## src/mbfc_pkg.sv

```systemverilog
// Shared constants, carriers and helpers for the serial frame codec.
// Assumes one 10 MHz clock domain and a byte-wide character source/sink.
package mbfc_pkg;

  ////////////////////////////////////////////////////////////////////////////
  // Checksum and character constants
  localparam logic [15:0] CRC_INIT      = 16'hffff;
  localparam logic [15:0] CRC_POLY_REV  = 16'ha001;  // x16+x15+x2+1, bit reversed
  localparam logic [7:0]  LRC_INIT      = 8'h00;
  localparam logic [7:0]  CH_COLON      = 8'h3a;
  localparam logic [7:0]  CH_CR         = 8'h0d;
  localparam logic [7:0]  CH_LF         = 8'h0a;
  localparam logic [7:0]  HEX_DIGIT_OFS = 8'h30;
  localparam logic [7:0]  HEX_ALPHA_OFS = 8'h37;
  localparam logic [7:0]  HEX_LOWER_OFS = 8'h57;
  localparam logic [7:0]  ADDR_BCAST    = 8'h00;
  localparam logic [7:0]  ADDR_MAX      = 8'hf7;
  // Idle character times that end a binary frame (more than three)
  localparam logic [2:0]  GAP_TICKS     = 3'h4;

  ////////////////////////////////////////////////////////////////////////////
  // Function codes and frame body lengths (address through data, in bytes)
  localparam logic [7:0] FC_RD_COILS  = 8'h01;
  localparam logic [7:0] FC_RD_INREGS = 8'h04;
  localparam logic [7:0] FC_WR_COIL   = 8'h05;
  localparam logic [7:0] FC_WR_REG    = 8'h06;
  localparam logic [7:0] FC_WR_COILS  = 8'h0f;
  localparam logic [7:0] FC_WR_REGS   = 8'h10;
  localparam logic [8:0] BODY_FIXED   = 9'h006;
  localparam logic [8:0] BODY_EXC     = 9'h003;
  localparam logic [8:0] BODY_RD_RESP = 9'h003;
  localparam logic [8:0] BODY_MULTI_Q = 9'h007;
  localparam logic [8:0] CRC_LEN      = 9'h002;
  localparam logic [8:0] LRC_LEN      = 9'h001;
  localparam logic [8:0] POS_ADDR     = 9'h000;
  localparam logic [8:0] POS_FC       = 9'h001;
  localparam logic [8:0] POS_BC_RESP  = 9'h002;
  localparam logic [8:0] POS_BC_QUERY = 9'h006;
  localparam logic [2:0] PACK_LAST    = 3'h7;

  ////////////////////////////////////////////////////////////////////////////
  // Buffer geometry
  localparam int FIFO_DEPTH = 16;
  localparam int FIFO_WIDTH = 9;

  typedef struct packed {
    logic       is_bit;    // data[0] is one status point to be packed
    logic       pack_end;  // last status point of the group
    logic       last;      // last item of the frame body
    logic [7:0] data;
  } mbfc_tx_item_type;

  typedef struct packed {
    logic ok;
    logic error;
    logic exception;
    logic broadcast;
    logic respond;
  } mbfc_rx_status_type;

  typedef enum logic [1:0] {T_IDLE = 2'b00, T_BODY = 2'b01, T_CHK = 2'b11,
                            T_TAIL = 2'b10} mbfc_tx_state_type;
  typedef enum logic [1:0] {R_IDLE = 2'b00, R_BODY = 2'b01,
                            R_LF = 2'b11} mbfc_rx_state_type;

  function automatic logic [15:0] mbfc_crc_byte(input logic [15:0] crc,
                                                input logic [7:0]  data);
    logic [15:0] c;
    c = crc ^ {8'h00, data};
    for (int i = 0; i < 8; i++)
    begin
      c = c[0] ? ((c >> 1) ^ CRC_POLY_REV) : (c >> 1);
    end
    return c;
  endfunction

  function automatic logic [7:0] mbfc_hex_char(input logic [3:0] v);
    return (v < 4'ha) ? HEX_DIGIT_OFS + {4'h0, v} : HEX_ALPHA_OFS + {4'h0, v};
  endfunction

endpackage

```

## src/mbfc_codec.sv

```systemverilog
// Serial frame codec: transmit framer with a 16-word buffer and status
// point packer, and a receive checker for binary and hex-text framing.
// Assumes the character source and sink (a UART) run on mclk_in and that
// char_tick_in pulses once per character time.
`timescale 1ns/100ps

////////////////////////////////////////////////////////////////////////////////
// Synchronous FIFO, flip-flop storage
module mbfc_fifo #(
  parameter int WIDTH = 9,
  parameter int DEPTH = 16
) (
  input  wire logic             clk_in,
  input  wire logic             rst_in,
  input  wire logic             in_valid_in,
  input  wire logic [WIDTH-1:0] in_data_in,
  output logic                  in_ready_out,
  output logic                  out_valid_out,
  output logic      [WIDTH-1:0] out_data_out,
  input  wire logic             out_ready_in
);
  localparam int AW = $clog2(DEPTH);

  logic [WIDTH-1:0] mem [DEPTH];
  logic [AW-1:0]    wr_ptr;
  logic [AW-1:0]    rd_ptr;
  logic [AW:0]      count;
  logic [AW:0]      next_count;
  wire              wr = in_valid_in & in_ready_out;
  wire              rd = out_valid_out & out_ready_in;

  assign out_valid_out = (count != '0);
  assign out_data_out  = mem[rd_ptr];
  assign next_count    = count + (AW+1)'(wr) - (AW+1)'(rd);

  // Ready is registered from the next fill level, so it never over-promises
  always_ff @(posedge clk_in)
  begin
    if (rst_in)
    begin
      wr_ptr       <= '0;
      rd_ptr       <= '0;
      count        <= '0;
      in_ready_out <= 1'b1;
    end
    else
    begin
      wr_ptr       <= wr ? wr_ptr + 1'b1 : wr_ptr;
      rd_ptr       <= rd ? rd_ptr + 1'b1 : rd_ptr;
      count        <= next_count;
      in_ready_out <= (next_count < (AW+1)'(DEPTH));
    end
  end

  always_ff @(posedge clk_in)
  begin
    if (wr)
    begin
      mem[wr_ptr] <= in_data_in;
    end
  end
endmodule

////////////////////////////////////////////////////////////////////////////////
module mbfc_codec
  import mbfc_pkg::*;
(
  input  wire logic               mclk_in,
  input  wire logic               rst_in,
  input  wire logic               ascii_mode_in,
  input  wire logic               resp_mode_in,
  input  wire logic [7:0]         station_addr_in,
  input  wire logic               tx_valid_in,
  input  wire mbfc_tx_item_type   tx_item_in,
  output logic                    tx_ready_out,
  output logic [7:0]              tx_char_out,
  output logic                    tx_char_valid_out,
  input  wire logic               tx_char_ready_in,
  input  wire logic [7:0]         rx_char_in,
  input  wire logic               rx_char_valid_in,
  input  wire logic               char_tick_in,
  output logic [7:0]              rx_byte_out,
  output logic                    rx_byte_valid_out,
  output logic                    rx_done_out,
  output mbfc_rx_status_type      rx_status_out,
  output logic [9:0]              rx_expect_len_out
);

  //////////////////////////////////////////////////////////////////////////////
  // Status point packer in front of the buffer
  logic [7:0]       pack_reg;
  logic [2:0]       pack_cnt;
  wire              item_take  = tx_valid_in & tx_ready_out;
  wire  [7:0]       pack_next  = pack_reg | (8'(tx_item_in.data[0]) << pack_cnt);
  wire              pack_flush = tx_item_in.pack_end | (pack_cnt == PACK_LAST);
  wire              fifo_wr    = item_take & (~tx_item_in.is_bit | pack_flush);
  wire  [8:0]       fifo_wdata = {tx_item_in.last,
                                  tx_item_in.is_bit ? pack_next : tx_item_in.data};
  wire              fifo_valid;
  wire  [8:0]       fifo_rdata;
  logic             fifo_pop;

  // Register cleared on each flush, so unused high bits go out as zero
  always_ff @(posedge mclk_in)
  begin
    if (rst_in | (item_take & tx_item_in.is_bit & pack_flush))
    begin
      pack_reg <= 8'h00;
      pack_cnt <= 3'h0;
    end
    else if (item_take & tx_item_in.is_bit)
    begin
      pack_reg <= pack_next;
      pack_cnt <= pack_cnt + 3'h1;
    end
  end

  mbfc_fifo #(.WIDTH(FIFO_WIDTH), .DEPTH(FIFO_DEPTH)) u_fifo (
    .clk_in        (mclk_in),
    .rst_in        (rst_in),
    .in_valid_in   (fifo_wr),
    .in_data_in    (fifo_wdata),
    .in_ready_out  (tx_ready_out),
    .out_valid_out (fifo_valid),
    .out_data_out  (fifo_rdata),
    .out_ready_in  (fifo_pop)
  );

  //////////////////////////////////////////////////////////////////////////////
  // Transmit framer
  mbfc_tx_state_type tx_state;
  mbfc_tx_state_type next_tx_state;
  logic              tx_idx;
  logic              next_tx_idx;
  logic [15:0]       tx_crc;
  logic [15:0]       next_tx_crc;
  logic [7:0]        tx_lrc;
  logic [7:0]        next_tx_lrc;
  logic              emit;
  logic [7:0]        emit_char;
  wire               slot    = ~tx_char_valid_out | tx_char_ready_in;
  wire  [7:0]        tx_byte = fifo_rdata[7:0];
  wire  [7:0]        lrc_neg = 8'h00 - tx_lrc;

  always_comb
  begin
    next_tx_state = tx_state;
    next_tx_idx   = tx_idx;
    next_tx_crc   = tx_crc;
    next_tx_lrc   = tx_lrc;
    emit          = 1'b0;
    emit_char     = 8'h00;
    fifo_pop      = 1'b0;
    case (tx_state)
      T_IDLE:
        if (slot & fifo_valid)
        begin
          next_tx_crc   = CRC_INIT;
          next_tx_lrc   = LRC_INIT;
          next_tx_idx   = 1'b0;
          next_tx_state = T_BODY;
          emit          = ascii_mode_in;
          emit_char     = CH_COLON;
        end
      T_BODY:
        if (slot & fifo_valid)
        begin
          emit = 1'b1;
          if (ascii_mode_in)
          begin
            emit_char   = mbfc_hex_char(tx_idx ? tx_byte[3:0] : tx_byte[7:4]);
            fifo_pop    = tx_idx;
            next_tx_lrc = tx_idx ? tx_lrc + tx_byte : tx_lrc;
            next_tx_idx = ~tx_idx;
          end
          else
          begin
            emit_char   = tx_byte;
            fifo_pop    = 1'b1;
            next_tx_crc = mbfc_crc_byte(tx_crc, tx_byte);
          end
          if (fifo_pop & fifo_rdata[8])
          begin
            next_tx_state = T_CHK;
            next_tx_idx   = 1'b0;
          end
        end
      T_CHK:
        if (slot)
        begin
          emit        = 1'b1;
          next_tx_idx = ~tx_idx;
          // Check field closes the content
          if (ascii_mode_in)
            emit_char = mbfc_hex_char(tx_idx ? lrc_neg[3:0] : lrc_neg[7:4]);
          else
            emit_char = tx_idx ? tx_crc[15:8] : tx_crc[7:0];
          if (tx_idx)
            next_tx_state = ascii_mode_in ? T_TAIL : T_IDLE;
        end
      default:
        if (slot)
        begin
          emit        = 1'b1;
          emit_char   = tx_idx ? CH_LF : CH_CR;
          next_tx_idx = ~tx_idx;
          if (tx_idx)
            next_tx_state = T_IDLE;
        end
    endcase
  end

  always_ff @(posedge mclk_in)
  begin
    if (rst_in)
    begin
      tx_state          <= T_IDLE;
      tx_idx            <= 1'b0;
      tx_crc            <= CRC_INIT;
      tx_lrc            <= LRC_INIT;
      tx_char_out       <= 8'h00;
      tx_char_valid_out <= 1'b0;
    end
    else
    begin
      tx_state          <= next_tx_state;
      tx_idx            <= next_tx_idx;
      tx_crc            <= next_tx_crc;
      tx_lrc            <= next_tx_lrc;
      tx_char_out       <= emit ? emit_char : tx_char_out;
      tx_char_valid_out <= emit | (tx_char_valid_out & ~tx_char_ready_in);
    end
  end

  //////////////////////////////////////////////////////////////////////////////
  // Receive checker
  mbfc_rx_state_type rx_state;
  logic              rx_nib;
  logic [3:0]        rx_hi;
  logic [8:0]        rx_cnt;
  logic [15:0]       rx_crc;
  logic [7:0]        rx_lrc;
  logic [7:0]        rx_addr;
  logic [7:0]        rx_fc;
  logic [7:0]        rx_bc;
  logic [2:0]        rx_gap;
  logic              rx_herr;
  logic [7:0]        pipe_new;
  logic [7:0]        pipe_old;
  logic [1:0]        pipe_cnt;

  wire       c        = rx_char_valid_in;
  wire       is_colon = (rx_char_in == CH_COLON);
  wire       is_cr    = (rx_char_in == CH_CR);
  wire       is_digit = (rx_char_in >= 8'h30) & (rx_char_in <= 8'h39);
  wire       is_upper = (rx_char_in >= 8'h41) & (rx_char_in <= 8'h46);
  wire       is_lower = (rx_char_in >= 8'h61) & (rx_char_in <= 8'h66);
  wire       hex_ok   = is_digit | is_upper | is_lower;
  wire [7:0] hex_sub  = is_digit ? HEX_DIGIT_OFS : (is_upper ? HEX_ALPHA_OFS : HEX_LOWER_OFS);
  wire [7:0] hex_full = rx_char_in - hex_sub;
  wire [3:0] hex_val  = hex_full[3:0];
  wire       in_body  = (rx_state == R_BODY);

  wire       a_start  = ascii_mode_in & c & is_colon;
  wire       r_start  = ~ascii_mode_in & c & (rx_state == R_IDLE);
  wire       a_char   = ascii_mode_in & c & in_body & ~is_colon;
  wire       a_hex    = a_char & ~is_cr & hex_ok;
  wire       got_byte = r_start | (~ascii_mode_in & c & in_body) | (a_hex & rx_nib);
  wire [7:0] byte_val = ascii_mode_in ? {rx_hi, hex_val} : rx_char_in;
  wire       a_cr     = a_char & is_cr;
  wire       a_bad    = (a_char & ~is_cr & ~hex_ok) | (a_cr & rx_nib);
  // Frame ends after more than three idle character times
  wire       r_end    = ~ascii_mode_in & in_body & char_tick_in & ~c &
                        (rx_gap == GAP_TICKS - 3'h1);
  wire       a_end    = ascii_mode_in & c & (rx_state == R_LF) & ~is_colon;
  wire       f_end    = r_end | a_end;

  wire [15:0] crc_base = r_start ? CRC_INIT : rx_crc;
  wire [8:0]  cnt_base = r_start ? POS_ADDR : rx_cnt;
  wire [8:0]  chk_len  = ascii_mode_in ? LRC_LEN : CRC_LEN;
  wire [8:0]  bc_pos   = resp_mode_in ? POS_BC_RESP : POS_BC_QUERY;

  // Expected length from function code and direction
  wire        fc_rd    = (rx_fc >= FC_RD_COILS) & (rx_fc <= FC_RD_INREGS);
  wire        fc_wr1   = (rx_fc == FC_WR_COIL) | (rx_fc == FC_WR_REG);
  wire        fc_wrm   = (rx_fc == FC_WR_COILS) | (rx_fc == FC_WR_REGS);
  wire        exc      = rx_fc[7];
  wire        exp_known = exc | fc_rd | fc_wr1 | fc_wrm;
  wire [8:0]  exp_body = exc ? BODY_EXC :
                         resp_mode_in ? (fc_rd ? BODY_RD_RESP + {1'b0, rx_bc} : BODY_FIXED) :
                         (fc_wrm ? BODY_MULTI_Q + {1'b0, rx_bc} : BODY_FIXED);
  wire [8:0]  exp_bin  = exp_body + CRC_LEN;
  wire        len_ok   = ~exp_known | (rx_cnt == exp_body + chk_len);
  // Running check over content plus received check comes to zero
  wire        sum_ok   = ascii_mode_in ? (rx_lrc == 8'h00) : (rx_crc == 16'h0000);
  wire        good     = sum_ok & len_ok & ~rx_herr & (~ascii_mode_in | (rx_char_in == CH_LF));
  wire        addr_ok  = (rx_addr != ADDR_BCAST) & (rx_addr <= ADDR_MAX);
  wire        pipe_full = ({7'h00, pipe_cnt} >= chk_len);

  always_ff @(posedge mclk_in)
  begin
    if (rst_in)
      rx_state <= R_IDLE;
    else if (a_start | r_start)
      rx_state <= R_BODY;
    else if (a_cr)
      rx_state <= R_LF;
    else if (f_end)
      rx_state <= R_IDLE;
  end

  always_ff @(posedge mclk_in)
  begin
    if (rst_in | a_start | r_start)
    begin
      rx_nib  <= 1'b0;
      rx_lrc  <= LRC_INIT;
      rx_herr <= 1'b0;
    end
    else
    begin
      rx_nib  <= a_hex ? ~rx_nib : rx_nib;
      rx_lrc  <= (got_byte & ascii_mode_in) ? rx_lrc + byte_val : rx_lrc;
      rx_herr <= rx_herr | a_bad;
    end
  end

  always_ff @(posedge mclk_in)
  begin
    if (rst_in)
    begin
      rx_hi  <= 4'h0;
      rx_cnt <= POS_ADDR;
      rx_crc <= CRC_INIT;
      rx_gap <= 3'h0;
    end
    else
    begin
      rx_hi  <= (a_hex & ~rx_nib) ? hex_val : rx_hi;
      rx_cnt <= a_start ? POS_ADDR : (got_byte ? cnt_base + 9'h001 : rx_cnt);
      rx_crc <= got_byte ? mbfc_crc_byte(crc_base, byte_val) : rx_crc;
      rx_gap <= c ? 3'h0 : (char_tick_in ? rx_gap + 3'h1 : rx_gap);
    end
  end

  always_ff @(posedge mclk_in)
  begin
    if (rst_in)
    begin
      rx_addr <= ADDR_BCAST;
      rx_fc   <= 8'h00;
      rx_bc   <= 8'h00;
    end
    else if (got_byte)
    begin
      rx_addr <= (cnt_base == POS_ADDR) ? byte_val : rx_addr;
      rx_fc   <= (cnt_base == POS_FC) ? byte_val : rx_fc;
      rx_bc   <= (cnt_base == bc_pos) ? byte_val : rx_bc;
    end
  end

  // Bytes are held back by the check length so check bytes never surface
  always_ff @(posedge mclk_in)
  begin
    if (rst_in | f_end | a_start)
      pipe_cnt <= 2'h0;
    else if (got_byte & ~pipe_full)
      pipe_cnt <= pipe_cnt + 2'h1;
  end

  always_ff @(posedge mclk_in)
  begin
    if (rst_in)
    begin
      pipe_new          <= 8'h00;
      pipe_old          <= 8'h00;
      rx_byte_out       <= 8'h00;
      rx_byte_valid_out <= 1'b0;
    end
    else
    begin
      pipe_new          <= got_byte ? byte_val : pipe_new;
      pipe_old          <= got_byte ? pipe_new : pipe_old;
      rx_byte_out       <= ascii_mode_in ? pipe_new : pipe_old;
      rx_byte_valid_out <= got_byte & pipe_full & ~r_start;
    end
  end

  // Bad frames raise error and never ask for a reply
  always_ff @(posedge mclk_in)
  begin
    if (rst_in)
    begin
      rx_done_out       <= 1'b0;
      rx_status_out     <= '0;
      rx_expect_len_out <= 10'h000;
    end
    else
    begin
      rx_done_out       <= f_end;
      rx_expect_len_out <= ascii_mode_in ? {exp_bin, 1'b1} : {1'b0, exp_bin};
      if (f_end)
      begin
        rx_status_out.ok        <= good;
        rx_status_out.error     <= ~good;
        rx_status_out.exception <= exc;
        rx_status_out.broadcast <= (rx_addr == ADDR_BCAST);
        rx_status_out.respond   <= good & ~resp_mode_in & addr_ok &
                                   (rx_addr == station_addr_in);
      end
    end
  end
endmodule

```

## config.mk

```make
export PLATFORM = sky130hd
export DESIGN_NAME = mbfc_codec
export DESIGN_NICKNAME = d
export VERILOG_FILES = /design/src/mbfc_pkg.sv /design/src/mbfc_codec.sv
export SDC_FILE = /design/constraint.sdc
export NUM_CORES = 1
export LEC_CHECK = 0
export BUFFER_PORTS_ARGS = -buffer_cell sky130_fd_sc_hd__buf_2
export CORE_ASPECT_RATIO = 0.8
export CORE_UTILIZATION = 49
export DETAILED_ROUTE_END_ITERATION = 10
export GPL_TIMING_DRIVEN = 0
export PLACE_DENSITY = 0.71
export SLEW_MARGIN = 20
export SYNTH_ARGS = -nofsm -noshare
export SYNTH_HDL_FRONTEND = slang
export SYNTH_SLANG_ARGS = --single-unit
```

## constraint.sdc

```tcl
create_clock -name mclk_in -period 6.2 [get_ports mclk_in]
set_clock_uncertainty 0.05 [all_clocks]
set_input_delay 0.31 -clock mclk_in [delete_from_list [all_inputs] [get_ports mclk_in]]
set_output_delay 0.31 -clock mclk_in [all_outputs]
set_load 0.01 [all_outputs]
```

==> results.json, run 1 <==
{
  "rows": 57,
  "postCtsSetupRepairBufs": 0,
  "hold_path_class": "primary input to flip-flop",
  "cp_top_family": "compound AO/OA/AOI/OAI gates",
  "synth-edff-count": 144,
  "post_cts_resized": 0,
  "ys_seq_area_frac": 0.508,
  "ys_types": 74,
  "dieArea_mm2": 0.0323,
  "dp_hpwl_mm": 27.6,
  "max_stage_delay_ns": 0.58,
  "drc": 0,
  "ioPinCount": 70,
  "routed_wl_mm": 39.3,
  "p_leak_nw": 6.24,
  "clock_sinks": 320,
  "startpoint_type": "flip-flop",
  "vias": 11600,
  "clockBufferDepth": 3,
  "post-route-util": 0.571,
  "io_buffer_count": 66,
  "tritoncts": "done",
  "period_needed_ns": 4.53,
  "nFillCells": 2562,
  "dieHeight_um": 161,
  "path_max_fanout": 9,
  "arrival_ns": 4.95,
  "final_common_cell": "nor2_1",
  "grt_pass1_vias": 10800,
  "place_congestion": 0.926,
  "wl_per_cell_um": 19.8,
  "reg.largest.list": "u_fifo.mem: 144 flops, rx_crc: 16 flops, tx_crc: 16 flops",
  "tns_ns": 0,
  "start_util": 0.504,
  "grt_usage": 0.243,
  "largest_reg_flops": 144,
  "initialDrtViolationCount": 1378,
  "clkLatencyLatePin_ns": 0.58,
  "timing.final.crit_share": 0.731,
  "worstSetupEndpointType": "flip-flop",
  "core_mm2": 0.0307,
  "hold_viol": 0,
  "critical_path_class": "flip-flop to flip-flop",
  "yosysWarnings": 0,
  "clkSlewWorstSetupHoldPaths_ns": 0.06,
  "syn_nets": 1527,
  "final_cell_mix": "nor2_1, dfxtp_1, edfxtp_1, nand2_1, a21oi_1",
  "ys_seq_elements": 320,
  "ant_nets": 0,
  "ir_worst_vdd_mv": 0.343,
  "via_per_inst": 5.86,
  "antenna_found_initial": 0,
  "grt_max_degree": 17,
  "synth.avg_cell_area_um2": 10.7,
  "globalRouteOverflowTotal": 0,
  "numCtsBuffers": 31,
  "diodes": 0,
  "rsz0062_at_grt": "false",
  "clock-root-buffer": "clkbuf_16",
  "synth_area_mm2": 0.0155,
  "worstMarginPinSlew_ns": 1.13,
  "crit_chain": "or4b_4 > o22ai_4 > a21oi_1 > o21bai_1 > ha_1 > inv_1 > fa_1 > nand4b_1 > nor4_1 > xnor2_1 > a2111oi_2 > a211oi_1 > o21ba_1",
  "drv_slew": 0,
  "powerDensity_mw_per_mm2": 351,
  "synthToLayoutAreaGrowth_pct": 13.2,
  "max_cap_violations": 0,
  "die_w_um": 201,
  "drive_gt1_frac": 0.140,
  "grt_pass1_wl_mm": 61.5,
  "max_slew_margin": 0.225,
  "setup_viol": 0,
  "htreeDepth": 1,
  "top_register": "u_fifo.mem",
  "drt-pass1-iter-count": 5,
  "max_freq_mhz": 221,
  "synthCells": 1441,
  "nets": 1634,
  "synth_flop_cell": "dfxtp_1",
  "async_reset_ff_frac": 0,
  "status": "completed",
  "cp.buffers_inverters": 1,
  "cp.required_ns": 6.61,
  "slowest_stage": "or4b_4"
}
[repair_timing]
item,CTS,global route
hold buffers,1,0
hold endpoints to repair,1,0
endpoints found under the setup margin,0,0
[per-stage QoR]
step | power (mW) | instances | cell area [um^2] | setup WS (ns) | hold WS [ns]
4_1_cts | 6.13 | 1986 | 17500 | 1.70 | 0.0430
3_5_place_dp | 4.23 | 1927 | 16400 | 1.73 | 0.397
6_report | 6.13 | 1986 | 17500 | 1.67 | 0.0613
2_1_floorplan | 3.79 | 1441 | 15500 | 2.50 | 0.359
5_1_grt | 6.45 | 1986 | 17500 | 1.39 | 0.0598
3_3_place_gp | 4.19 | 1920 | 16300 | 1.34 | 0.391
[synth_stat cells (5+ instances only)]
| library cell | n | area share |
|---|---|---|
| o21ai_0 | 39 | 0.013 |
| nand4_1 | 12 | 0.0049 |
| xnor2_1 | 78 | 0.044 |
| and3_1 | 7 | 0.0028 |
| a211o_1 | 14 | 0.0079 |
| a2111oi_0 | 5 | 0.0028 |
| ha_1 | 46 | 0.037 |
| mux2_2 | 6 | 0.0044 |
| inv_1 | 51 | 0.012 |
| nor3_1 | 31 | 0.010 |
| dfxtp_1 | 176 | 0.23 |
| or4_1 | 5 | 0.0024 |
| mux4_2 | 40 | 0.058 |
| or3_1 | 8 | 0.0032 |
| nand2_1 | 89 | 0.022 |
| a22oi_1 | 11 | 0.0053 |
| nor2b_1 | 13 | 0.0053 |
| mux2i_1 | 59 | 0.038 |
| xor2_1 | 34 | 0.019 |
| nand2b_1 | 20 | 0.0081 |
| buf_2 | 9 | 0.0029 |
| fa_1 | 5 | 0.0065 |
| o21bai_1 | 10 | 0.0049 |
| nor4_1 | 19 | 0.0077 |
| a31oi_1 | 11 | 0.0045 |
| nand3_1 | 24 | 0.0078 |
| o22ai_1 | 11 | 0.0045 |
| a21oi_1 | 89 | 0.029 |
| buf_1 | 7 | 0.0017 |
| a21o_1 | 6 | 0.0029 |
| a211oi_1 | 33 | 0.016 |
| nor2_1 | 203 | 0.049 |
| clkbuf_1 | 60 | 0.015 |
| edfxtp_1 | 144 | 0.28 |
[final timing paths]
check | start | endpoint | slack, ns | cells after the start
setup / recovery | rx_fc[1] | rx_status_out[3] | 1.67 | 13
hold / removal | tx_item_in[8] | u_fifo.mem[11][8] | 0.06 | 1
setup reg to reg | rx_fc[1] | rx_status_out[3] | 1.67 | 13
hold reg to reg | tx_char_out[4] | tx_char_out[4] | 0.41 | 2
[cell families after synthesis]
logic type | after synthesis | share of synthesized area
xor+xnor | 114 | 0.0664
compound gates | 267 | 0.113
fa+ha+maj | 53 | 0.0450
simple gates | 454 | 0.135
mux | 105 | 0.101
flops | 320 | 0.508
buf+inv | 128 | 0.0323
[area by class of cell]
cell class              instances  area [um^2]  share of cell area
plain buffers                  77          308              0.0176
well taps                     413          517              0.0295
multi-input cells             993         7200               0.412
clock buffers                  33          793              0.0453
inverters                      51          191              0.0109
flip-flops and latches        320         7850               0.448
clock inverters                25          238              0.0136
repair buffers                 74          402              0.0230
[power breakdown]
part,switching [mW],internal (mW)
Sequential,0.120,2.35
Combinational,1.05,0.710
Clock,0.843,1.06
[metal layers]
| metal | GRT usage | vias up | share of wire |
|---|---|---|---|
| met2 | 0.351 | 532 | 0.42 |
| li1 | - | 5450 | - |
| met1 | 0.381 | 5595 | 0.47 |
| met4 | 0.0458 | 0 | 0.017 |
| met5 | 0 | - | 0 |
| met3 | 0.0414 | 53 | 0.096 |
Power figures use the tool's default switching activity.
==> run 2, diff against run 1 <==
==> constraint.sdc (replaced) <==
create_clock -name mclk_in -period 4.4 [get_ports mclk_in]
set_clock_uncertainty 0.05 [all_clocks]
set_input_delay 0.22 -clock mclk_in [delete_from_list [all_inputs] [get_ports mclk_in]]
set_output_delay 0.22 -clock mclk_in [all_outputs]
set_load 0.01 [all_outputs]
==> run 2 against run 1 <==
Compared with the run above:
- flip-flop and latch count stayed put
- final area is 0.51% higher
- register-to-register slack worse by 1.5 ns
- worst hold slack worse by 0.031 ns
- sequential power is 41% higher
- setup slack worse by 1.5 ns
- via count is 0.11% higher
- first-iteration DRC count is 12% lower
- final cell count is 0.25% higher
- critical path depth stayed put
- wire length hardly changed
==> results.json, run 2 (synthesis results as in run 1) <==
{
  "critical_path_class": "flip-flop to flip-flop",
  "max_freq_mhz": 237,
  "clkSlewWorstSetupHoldPaths_ns": 0.07,
  "synthToLayoutAreaGrowth_pct": 13.8,
  "top_register": "u_fifo.mem",
  "clockBufferDepth": 3,
  "powerDensity_mw_per_mm2": 492,
  "grt_max_degree": 17,
  "routed_wl_mm": 39.3,
  "startpoint_type": "flip-flop",
  "die_w_um": 201,
  "timing.rr.start": "rx_fc[1]",
  "vias": 11600,
  "max_cap_violations": 0,
  "numCtsBuffers": 31,
  "hp-start": "rst_in",
  "crit_chain": "or4b_4 > o22ai_4 > a21oi_1 > o21bai_2 > ha_1 > inv_1 > fa_1 > xor2_1 > xnor2_1 > or4_1 > a2111oi_2 > a211oi_1 > o21ba_1",
  "grt_usage": 0.243,
  "min_path_cells": 3,
  "tritoncts": "done",
  "period_needed_ns": 4.23,
  "wl_per_cell_um": 19.8,
  "initialDrtViolationCount": 1218,
  "grt_pass1_wl_mm": 61.5,
  "final_area_mm2": 0.0176,
  "htreeDepth": 1,
  "ioPinCount": 70,
  "hold_viol": 0,
  "final_cell_mix": "nor2_1, dfxtp_1, edfxtp_1, nand2_1, a21oi_1",
  "ir_worst_vdd_mv": 0.484,
  "drc": 0,
  "via_per_inst": 5.85,
  "core_mm2": 0.0307,
  "status": "completed",
  "dp_hpwl_mm": 27.6,
  "reg.largest.list": "u_fifo.mem: 144 flops, rx_crc: 16 flops, tx_crc: 16 flops",
  "clock_sinks": 320,
  "final_common_cell": "nor2_1",
  "ant_nets": 0,
  "slowest_stage": "or4b_4",
  "start_util": 0.504,
  "cp_top_family": "compound AO/OA/AOI/OAI gates",
  "setup_viol": 0,
  "worstSetupEndpointType": "flip-flop",
  "max_slew_margin": 0.236,
  "worstMarginPinSlew_ns": 1.14,
  "max_stage_delay_ns": 0.58,
  "io_buffer_count": 66,
  "globalRouteOverflowTotal": 0,
  "dieHeight_um": 161,
  "rrSetupSlack_ns": 0.17,
  "diodes": 0,
  "rr_endpoint": "rx_status_out[3]",
  "hold_path_class": "primary input to flip-flop",
  "drv_slew": 0,
  "grt_pass1_vias": 10800,
  "rsz0062_at_grt": "false",
  "dieArea_mm2": 0.0323,
  "path_max_fanout": 9,
  "drive_gt1_frac": 0.143,
  "tns_ns": 0,
  "antenna_found_initial": 0,
  "nets": 1639,
  "drt-pass1-iter-count": 6,
  "clkLatencyLatePin_ns": 0.58,
  "largest_reg_flops": 144,
  "p_leak_nw": 6.29,
  "place_congestion": 0.926,
  "place_area_mm2": 0.0164,
  "cp.buffers_inverters": 1,
  "rows": 57,
  "worstRegToRegCells": 13,
  "arrival_ns": 4.64,
  "clock-root-buffer": "clkbuf_16",
  "cp.required_ns": 4.82,
  "timing.final.crit_share": 0.960,
  "whs_endpoint": "rx_crc[2]"
}
==> run 2: changes by cell type in the layout (fill, tap and decap cells not counted), sizes merged <==
cell | previous run | this run
buf | 90 | 91
dlygate4sd3 | 1 | 5
==> run 2: layout make-up <==
| type | instances | area, um^2 |
|---|---|---|
| plain buffers | 77 | 310 |
| clock buffers | 33 | 793 |
| clock inverters | 25 | 238 |
| fillers | 2548 | 13100 |
| inverters | 51 | 191 |
| multi-input cells | 993 | 7240 |
| flip-flops and latches | 320 | 7850 |
| well taps | 413 | 517 |
| repair buffers | 79 | 449 |
==> run 2: worst register-to-register path, stage by stage (launching register included) <==
cell and delay (ns):
dfxtp_1 0.37, or4b_4 0.58, o22ai_4 0.30, a21oi_1 0.21, o21bai_2 0.23, ha_1 0.22, inv_1 0.06, fa_1 0.43
xor2_1 0.17, xnor2_1 0.14, or4_1 0.46, a2111oi_2 0.45, a211oi_1 0.23, o21ba_1 0.22
==> run 2: power by group <==
part / switching, mW / internal, mW / total [mW] / leakage, nW
Sequential: 0.168 / 3.31 / 3.48 / 2.74
Combinational: 1.48 / 1.01 / 2.49 / 3.06
Clock: 1.19 / 1.50 / 2.68 / 0.493
==> run 2: per-layer routing <==
layer,share of wire,vias up,GRT usage
li1,-,5455,-
met1,0.47,5620,0.382
met2,0.42,522,0.351
met3,0.094,46,0.0408
met4,0.017,0,0.0458
met5,0,-,0
==> run 2: worst max-delay path by stage <==
stage,from,end,slack [ns],depth (start not counted)
final,rx_fc[1],rx_status_out[3],0.17,13
after CTS,rx_fc[4],rx_status_out[3],0.01,13
after floorplan,rx_fc[1],rx_status_out[3],0.79,13
after global routing,flip-flop,tx_lrc[7],0.009,17
after global placement,ascii_mode_in,rx_bc[4],-0.37,12
after detailed placement,rx_fc[1],rx_status_out[3],-0.07,13
==> run 2: repair_timing <==
action,4_1_cts,5_1_grt
hold endpoints to repair,21,0
pin swaps,0,0
resized for setup,2,7
hold buffers,5,0
setup buffers,0,1
endpoints found under the setup margin,3,4
==> run 2: through the flow <==
step           hold WS [ns]  instances  total power, mW  setup slack (ns)  utilization
2_1_floorplan         0.269       1441             5.34             0.786            -
3_3_place_gp          0.391       1920             5.90            -0.370        0.532
3_5_place_dp          0.397       1927             5.96           -0.0677        0.536
4_1_cts             0.00465       1990             8.65            0.0106        0.571
5_1_grt              0.0329       1991             9.09           0.00920        0.574
6_report             0.0299       1991             8.65             0.175        0.574
